`config.mk`:
```
export PLATFORM = sky130hd
export DESIGN_NAME = clock_guard
export DESIGN_NICKNAME = d
export VERILOG_FILES = /design/src/clock_guard_pkg.sv /design/src/clock_guard_monitor.sv /design/src/clock_guard.sv
export SDC_FILE = /design/constraint.sdc
export NUM_CORES = 1
export LEC_CHECK = 0
export ABC_CLOCK_PERIOD_IN_PS = 1900
export CORE_MARGIN = 2
export CORE_UTILIZATION = 62
export CTS_CLUSTER_SIZE = 28
export DETAILED_ROUTE_END_ITERATION = 7
export DONT_BUFFER_PORTS = 1
export PLACE_DENSITY = 0.83
export SYNTH_ARGS = -nofsm -noshare
export SYNTH_HDL_FRONTEND = slang
export SYNTH_SLANG_ARGS = --single-unit
```
`constraint.sdc`:
```
create_clock -name aclk -period 1.9 [get_ports aclk]
set_clock_uncertainty 0.05 [all_clocks]
set_input_delay 0.095 -clock aclk [delete_from_list [all_inputs] [get_ports aclk]]
set_output_delay 0.095 -clock aclk [all_outputs]
set_load 0.02 [all_outputs]
```
`src/clock_guard_pkg.sv`:
```
/*
 Shared constants and types of the clock guard: register offset, field positions,
 reset values, timing counts and the state records.
 Assumes a 250 MHz system clock and a 32-bit AXI4-Lite register bus.
*/
package clock_guard_pkg;
	localparam int CLK_PERIOD_NS = 4;
	// Longest tolerated gap between main oscillator edges
	localparam int LOSS_TIME_NS = 200;
	localparam int LOSS_CYCLES = LOSS_TIME_NS / CLK_PERIOD_NS;
	localparam logic [7:0] LOSS_LIMIT = 8'(LOSS_CYCLES - 1);
	// Clean edges counted while lost; the next edge after these marks the main source recovered
	localparam logic [1:0] RECOVER_EDGES = 2'h3;

	localparam int ADDR_W = 8;
	localparam logic [ADDR_W-1:0] STATUS_CONTROL_OFS = 8'h00;
	localparam logic [1:0] RESP_OKAY = 2'h0;
	localparam logic [1:0] RESP_SLVERR = 2'h2;

	localparam int WATCHDOG_RESET_BIT = 0;
	localparam int CLOCK_LOSS_BIT = 1;
	localparam int CLOCK_LOSS_IE_BIT = 2;
	localparam int LOW_VOLTAGE_RESET_BIT = 4;
	localparam int SUPPLY_WARNING_BIT = 5;
	localparam int SUPPLY_WARNING_IE_BIT = 6;
	localparam logic [7:0] STATUS_RESET = 8'h00;

	typedef struct packed {
		logic wait_mode;
		logic halt_mode;
	} power_mode_t;

	typedef struct packed {
		logic supervision_enable;
		logic low_voltage_enable;
		logic multiplier_enable;
	} option_t;

	typedef struct packed {
		logic prev;
		logic filt;
		logic filt_prev;
		logic [7:0] gap_cnt;
		logic [1:0] edge_cnt;
		logic lost;
	} monitor_state_t;

	typedef struct packed {
		logic awready;
		logic wready;
		logic aw_full;
		logic aw_hit;
		logic w_full;
		logic [7:0] w_byte;
		logic w_lane0;
		logic bvalid;
		logic [1:0] bresp;
		logic arready;
		logic rvalid;
		logic [7:0] rdata;
		logic [1:0] rresp;
		logic supply_ie;
		logic clock_ie;
		logic supply_flag;
		logic low_volt_flag;
		logic wdg_flag;
		logic clock_flag;
		logic supply_pend;
		logic safe_sel;
		logic safe_osc_en;
		logic clock_irq;
		logic supply_irq;
		logic wake;
	} guard_state_t;
endpackage

```
`src/clock_guard_monitor.sv`:
```
/*
 Main oscillator monitor: optional spike filter and loss / recovery detector.
 Assumes the oscillator arrives as a level sampled synchronously to aclk.
*/
`timescale 1ns/1ns
module clock_guard_monitor (
	input wire logic aclk,
	input wire logic aresetn,
	input wire logic enable,
	input wire logic filter_enable,
	input wire logic osc_sample,
	output logic osc_filtered,
	output logic osc_lost
);
	clock_guard_pkg::monitor_state_t s_q;
	clock_guard_pkg::monitor_state_t s_d;
	logic edge_seen;

	assign edge_seen = s_q.filt != s_q.filt_prev;
	assign osc_filtered = s_q.filt;
	assign osc_lost = s_q.lost;

	always_comb begin
		s_d = s_q;
		s_d.prev = osc_sample;
		s_d.filt_prev = s_q.filt;
		// A one-sample spike never reaches the output while filtering
		if (!filter_enable || osc_sample == s_q.prev) begin
			s_d.filt = osc_sample;
		end
		if (edge_seen) begin
			s_d.gap_cnt = 8'h00;
		end else if (s_q.gap_cnt != clock_guard_pkg::LOSS_LIMIT) begin
			s_d.gap_cnt = s_q.gap_cnt + 8'h01;
		end
		if (!edge_seen && s_q.gap_cnt == clock_guard_pkg::LOSS_LIMIT) begin
			s_d.lost = 1'b1;
			s_d.edge_cnt = 2'h0;
		end else if (s_q.lost && edge_seen) begin
			if (s_q.edge_cnt == clock_guard_pkg::RECOVER_EDGES) begin
				s_d.lost = 1'b0;
			end else begin
				s_d.edge_cnt = s_q.edge_cnt + 2'h1;
			end
		end
		if (!enable) begin
			s_d = '0;
			s_d.prev = osc_sample;
			s_d.filt = osc_sample;
			s_d.filt_prev = osc_sample;
		end
	end

	always_ff @(posedge aclk) begin
		if (!aresetn) begin
			s_q <= '0;
		end else begin
			s_q <= s_d;
		end
	end
endmodule

```
`src/clock_guard.sv`:
```
/*
 System integrity clock guard: clock supervision, supply warning, reset source
 flags and their status/control register behind an AXI4-Lite slave.
 Assumes synchronous inputs, one outstanding write and read, and a reset
 manager that pulses the reset source events during or after aresetn.
*/
`timescale 1ns/1ns
// Contract
// - Filter oscillator spikes only with multiplier on
// - Lost main clock switches core to safe
// - Recovered main clock switches back automatically
// - Clock-loss flag bit 1 set while safe
// - Status read clears clock-loss after recovery
// - Supervision disabled holds clock-loss flag low
// - Clock-loss enable bit 2, ignored when disabled
// - Interrupts need enable and cleared global mask
// - Wake from wait, never from halt
// - Halt freezes register, stops supervision; reset events and supervision off still change flags
// - Halt exit keeps configuration, reset restores
// - Supply enable bit 6, pending on toggle
// - Supply flag bit 5, hysteresis, read-only
// - Low-voltage flag bit 4, write zero clears
// - Watchdog flag bit 0, cleared by low-voltage
// - Low-voltage flag survives later resets
// - Reset reads zero except source flags
// - Supply comparator works only with detection
module clock_guard (
	input wire logic aclk,
	input wire logic aresetn,
	input wire logic [7:0] s_axi_awaddr,
	input wire logic s_axi_awvalid,
	output logic s_axi_awready,
	input wire logic [31:0] s_axi_wdata,
	input wire logic [3:0] s_axi_wstrb,
	input wire logic s_axi_wvalid,
	output logic s_axi_wready,
	output logic [1:0] s_axi_bresp,
	output logic s_axi_bvalid,
	input wire logic s_axi_bready,
	input wire logic [7:0] s_axi_araddr,
	input wire logic s_axi_arvalid,
	output logic s_axi_arready,
	output logic [31:0] s_axi_rdata,
	output logic [1:0] s_axi_rresp,
	output logic s_axi_rvalid,
	input wire logic s_axi_rready,
	input wire clock_guard_pkg::option_t options,
	input wire clock_guard_pkg::power_mode_t power_mode,
	input wire logic main_oscillator_clock,
	input wire logic supply_below_lower,
	input wire logic supply_above_upper,
	input wire logic low_voltage_reset_event,
	input wire logic watchdog_reset_event,
	input wire logic global_irq_mask,
	input wire logic supply_irq_serviced,
	output logic core_clock_from_safe,
	output logic safe_oscillator_enable,
	output logic main_oscillator_filtered,
	output logic clock_loss_irq,
	output logic supply_warning_irq,
	output logic wake_request
);
	clock_guard_pkg::guard_state_t s_q;
	clock_guard_pkg::guard_state_t s_d;
	logic mon_lost;
	logic mon_filt;
	logic halted;
	logic watch_on;
	logic [7:0] status_now;
	logic wr_fire;
	logic rd_fire;
	logic rd_hit;
	logic [7:0] wr_mask;

	function automatic logic addr_hit(input logic [7:0] addr);
		addr_hit = addr[7:2] == clock_guard_pkg::STATUS_CONTROL_OFS[7:2];
	endfunction

	function automatic logic [7:0] status_byte(input clock_guard_pkg::guard_state_t s);
		logic [7:0] b;
		b = clock_guard_pkg::STATUS_RESET;
		b[clock_guard_pkg::SUPPLY_WARNING_IE_BIT] = s.supply_ie;
		b[clock_guard_pkg::SUPPLY_WARNING_BIT] = s.supply_flag;
		b[clock_guard_pkg::LOW_VOLTAGE_RESET_BIT] = s.low_volt_flag;
		b[clock_guard_pkg::CLOCK_LOSS_IE_BIT] = s.clock_ie;
		b[clock_guard_pkg::CLOCK_LOSS_BIT] = s.clock_flag;
		b[clock_guard_pkg::WATCHDOG_RESET_BIT] = s.wdg_flag;
		status_byte = b;
	endfunction

	assign halted = power_mode.halt_mode;
	// Supervision and safe oscillator are off during halt
	assign watch_on = options.supervision_enable && !halted;
	assign status_now = status_byte(s_q);
	assign wr_fire = s_q.aw_full && s_q.w_full && !s_q.bvalid;
	assign rd_fire = s_axi_arvalid && s_q.arready;
	assign rd_hit = addr_hit(s_axi_araddr);
	assign wr_mask = s_q.w_byte;

	clock_guard_monitor monitor (
		.aclk(aclk),
		.aresetn(aresetn),
		.enable(watch_on),
		.filter_enable(options.multiplier_enable),
		.osc_sample(main_oscillator_clock),
		.osc_filtered(mon_filt),
		.osc_lost(mon_lost)
	);

	always_comb begin
		s_d = s_q;
		// Write address and data are taken independently, in either order
		if (s_axi_awvalid && s_q.awready) begin
			s_d.aw_full = 1'b1;
			s_d.aw_hit = addr_hit(s_axi_awaddr);
		end
		if (s_axi_wvalid && s_q.wready) begin
			s_d.w_full = 1'b1;
			s_d.w_byte = s_axi_wdata[7:0];
			s_d.w_lane0 = s_axi_wstrb[0];
		end
		if (s_q.bvalid && s_axi_bready) begin
			s_d.bvalid = 1'b0;
		end
		// Register writes take effect only outside halt
		if (wr_fire) begin
			s_d.aw_full = 1'b0;
			s_d.w_full = 1'b0;
			s_d.bvalid = 1'b1;
			s_d.bresp = s_q.aw_hit ? clock_guard_pkg::RESP_OKAY : clock_guard_pkg::RESP_SLVERR;
			if (s_q.aw_hit && s_q.w_lane0 && !halted) begin
				s_d.supply_ie = wr_mask[clock_guard_pkg::SUPPLY_WARNING_IE_BIT];
				s_d.clock_ie = wr_mask[clock_guard_pkg::CLOCK_LOSS_IE_BIT];
				// Only a zero clears a reset source flag, a one keeps it
				if (!wr_mask[clock_guard_pkg::LOW_VOLTAGE_RESET_BIT]) begin
					s_d.low_volt_flag = 1'b0;
				end
				if (!wr_mask[clock_guard_pkg::WATCHDOG_RESET_BIT]) begin
					s_d.wdg_flag = 1'b0;
				end
			end
		end
		s_d.awready = !s_d.aw_full && !s_d.bvalid;
		s_d.wready = !s_d.w_full && !s_d.bvalid;

		if (s_q.rvalid && s_axi_rready) begin
			s_d.rvalid = 1'b0;
		end
		if (rd_fire) begin
			s_d.rvalid = 1'b1;
			s_d.rdata = rd_hit ? status_byte(s_q) : 8'h00;
			s_d.rresp = rd_hit ? clock_guard_pkg::RESP_OKAY : clock_guard_pkg::RESP_SLVERR;
		end
		s_d.arready = !s_d.rvalid;

		if (!halted) begin
			// Reading clears the flag only once the main source is back; setting wins
			if (rd_fire && rd_hit && !mon_lost) begin
				s_d.clock_flag = 1'b0;
			end
			if (mon_lost) begin
				s_d.clock_flag = 1'b1;
			end
			if (!options.low_voltage_enable) begin
				s_d.supply_flag = 1'b0;
			end else if (supply_below_lower) begin
				s_d.supply_flag = 1'b1;
			end else if (supply_above_upper) begin
				s_d.supply_flag = 1'b0;
			end
			if (supply_irq_serviced) begin
				s_d.supply_pend = 1'b0;
			end
			if (s_d.supply_flag != s_q.supply_flag && s_q.supply_ie) begin
				s_d.supply_pend = 1'b1;
			end
		end
		if (!options.supervision_enable) begin
			s_d.clock_flag = 1'b0;
		end
		// The main source returns by itself once the monitor sees clean edges
		s_d.safe_sel = watch_on && mon_lost;
		s_d.safe_osc_en = watch_on && mon_lost;
		s_d.clock_irq = s_q.clock_flag && s_q.clock_ie && options.supervision_enable && !global_irq_mask;
		s_d.supply_irq = s_q.supply_pend && !global_irq_mask;
		// Both events wake from wait only
		s_d.wake = power_mode.wait_mode && !halted && (s_d.clock_irq || s_d.supply_irq);

		if (low_voltage_reset_event) begin
			s_d.low_volt_flag = 1'b1;
			s_d.wdg_flag = 1'b0;
		end else if (watchdog_reset_event) begin
			s_d.wdg_flag = 1'b1;
		end
	end

	always_ff @(posedge aclk) begin
		if (!aresetn) begin
			// Configuration restarts from reset values; reset source flags survive
			s_q <= '0;
			s_q.awready <= 1'b1;
			s_q.wready <= 1'b1;
			s_q.arready <= 1'b1;
			s_q.low_volt_flag <= s_d.low_volt_flag;
			s_q.wdg_flag <= s_d.wdg_flag;
		end else begin
			// Halt exit by interrupt keeps everything held during halt
			s_q <= s_d;
		end
	end

	assign s_axi_awready = s_q.awready;
	assign s_axi_wready = s_q.wready;
	assign s_axi_bresp = s_q.bresp;
	assign s_axi_bvalid = s_q.bvalid;
	assign s_axi_arready = s_q.arready;
	assign s_axi_rdata = {24'h000000, s_q.rdata};
	assign s_axi_rresp = s_q.rresp;
	assign s_axi_rvalid = s_q.rvalid;
	assign core_clock_from_safe = s_q.safe_sel;
	assign safe_oscillator_enable = s_q.safe_osc_en;
	assign main_oscillator_filtered = mon_filt;
	assign clock_loss_irq = s_q.clock_irq;
	assign supply_warning_irq = s_q.supply_irq;
	assign wake_request = s_q.wake;
endmodule

```
==> run_results.csv <==
group,metric,value,unit
setup_path,path_class,"reg2reg",
die,die-area,0.003945,mm^2
sta,period_share,95.74,%
global_route,grt_max_degree,22,
clocking,cts_max_level,2,
die,placementRows,21,
power,power,0.001857,W
logic_synthesis,syn-mean-instance-area,8.578,um^2
run_status,outcome,"finished with violations",
placement,hpwl,2716,um
logic_synthesis,synth_area,0.002145,mm^2
setup_path,reg2reg_from,"s_axi_awready",
global_route,grt_pass1_wl,7203,um
logic_synthesis,synth_edf_count,0,
logic_synthesis,ys_async_sr_fraction,0,%
routing,drt_iter0_drc,81,
clocking,cts_tree,"yes",
routing,wl,4390,um
final_layout,drive_gt1_share,5.376,%
setup_path,critPathLaunch,"s_axi_awready",
logic_synthesis,ys_ff_latch,46,
job,cap_violations,0,
routing,firstDrtPassIters,4,
logic_synthesis,synth_top_area_share,42.94,%
sta,drv_slew,0,
routing,route.detailed.drc,0,
routing,vias_per_cell,5.385,
global_route,grt.overflow.total,0,
clocking,clk_path_buf_depth,2,
power,peakVddDrop,519.0,uV
clocking,clockRootBuffer,"clkbuf_4",
final_layout,fillers,252,
hold_path,hp-class,"in2reg",
die,fp.dieW,62.81,um
sta,rsz0062_at_grt,"false",
global_route,grtUsageTotal,22.98,%
setup_path,cp_cell_sequence,"nand2_1 -> or4_1 -> dlygate4sd3_1 -> a21oi_1",
logic_synthesis,synthMostInstantiatedCell,"dfxtp_1",
global_route,grt_pass1_vias,1640,
routing,wirelength_met1,1845,um
routing,ant_nets,0,
logic_synthesis,synth_common_cells,"dfxtp_1, buf_4, nand2_1",
final_layout,num_antenna_cells,0,
sta,finalHoldViolCount,1,
setup_path,start_kind,"register",
setup_path,crit_required,2.16,ns
setup_path,cp.arrival,2.08,ns
sta,fmax,549.8,MHz
clocking,insertion_delay,0.37,ns
sta,finalSetupViolations,0,
placement,gp_congestion,0.8095,
routing,vias,1750,
setup_path,slowest_stage,"dlygate4sd3_1",
clocking,path_clk_slew,0.14,ns
sta,min_period,1.819,ns
logic_synthesis,synth_area_leaders,"dfxtp_1, buf_4, a21oi_1, nand2_1, o21ai_0",
routing,avgRoutedWirePerCell,13.51,um
logic_synthesis,synthFlopType,"dfxtp_1",
routing,wl_met2,2115,um
die,coreArea,0.003337,mm^2
die,ioPinCount,118,
die,start_util,64.27,%
power,leakage,0.9757,nW
final_layout,area_growth,14.53,%
hold_path,hold_start,"options[1]",
global_route,antenna_found_initial,0,
logic_synthesis,syn_inst,250,
logic_synthesis,ys_seq_area_share,42.94,%
final_layout,fin_nets,352,
sta,holdWs,-0.004285,ns
logic_synthesis,ys_warn_count,0,
clocking,cts_buffers,5,
placement,portBuffers,0,
logic_synthesis,synth_cell_types,41,
setup_path,cp_max_fo,4,
setup_path,cpPeakStageDelay,0.59,ns
run_status,violations,"hold timing",
routing,dr_wl_met3,341,um
sta,final.setup.tns,0,ns
routing,highest_layer,"met4",
setup_path,endpoint_kind,"register",
clocking,numClockSinks,46,
logic_synthesis,yosysTopAreaCell,"dfxtp_1",
power,p_per_area,756.0,mW/mm^2
die,die_h,62.81,um
through the flow:
step	hold WS, ns	instances	util [%]	worst slack (ns)	cell area, um^2
4_1_cts	0.003513	325	73.57	0.04225	2455
6_report	-0.004285	325	73.60	0.08103	2456
5_1_grt	0.006276	325	73.60	0.01125	2456
3_5_place_dp	0.1241	281	60.33	0.4161	2013
2_1_floorplan	0.1243	277	-	0.5263	2246
3_3_place_gp	0.1222	281	60.33	0.4186	2013
cell usage in the layout, fill, tap and decap left out, drive strengths merged, types with 4 or more instances in the layout:
master,count
dfxtp,46
dlygate4sd3,36
conb,28
nand2,24
a21oi,22
o21ai,14
nor2,12
nand4,8
nand3,8
inv,7
a211oi,6
nor3,6
nor2b,5
or3,5
clkbuf,5
nand3b,4
nand2b,4
layout make-up:
cell class	count	area, um^2	area share, %
Clock buffer	5	37.54	1.528
Inverter	6	22.52	0.9170
Clock inverter	3	43.79	1.783
Tap cell	46	57.56	2.343
Sequential cell	46	922.1	37.54
Multi-Input combinational cell	181	997.2	40.60
Timing Repair Buffer	38	375.4	15.28
cell families after synthesis:
logic type,Yosys count,synth area share (%)
fa+ha+maj,3,1.750
other cells,1,0.1749
xor+xnor,5,2.042
compound gates,52,14.18
flops,46,42.94
simple gates,92,23.16
mux,1,0.4668
buf+inv,50,15.29
flip-flops by register name, indices dropped and copies added, names as in the netlist, 4 cells and up:
name / cells
s_q: 11
monitor.s_q: 12
s_axi_rdata: 6
wr_mask: 4
power breakdown:
part           leakage (nW)  switching [W]  total (W)  internal, W
Sequential            0.374      0.0000353    0.00103     0.000995
Clock                0.0456       0.000331   0.000611     0.000280
Combinational         0.556       0.000130   0.000216    0.0000858
final timing paths:
check / to / slack (ns) / cells past startpoint
setup / recovery: s_q[37] / 0.08 / 4
hold / removal: s_q[9] / -0.004 / 3
setup reg to reg: s_q[37] / 0.08 / 4
hold reg to reg: supply_warning_irq / 0.42 / 2
routing by layer:
metal  GRT usage, %  vias to the layer above
li1               -                      865
met1          26.60                      793
met2          39.78                       82
met3          6.486                       10
met4          9.444                        0
met5              0                        -
critical path, delay by kind of cell, from the launching register on:
kind / cells / cell delay [ns]
buf+inv: 1 / 0.59
compound gates: 1 / 0.12
simple gates: 2 / 0.59
flops: 1 / 0.41
timing repair:
item	in CTS	in global routing
endpoints found under the setup margin	0	1
gates resized for setup	0	1
buffers inserted	0	0
hold buffers	36	0
hold endpoints to repair	35	0
(Power assumes the default switching activity.)
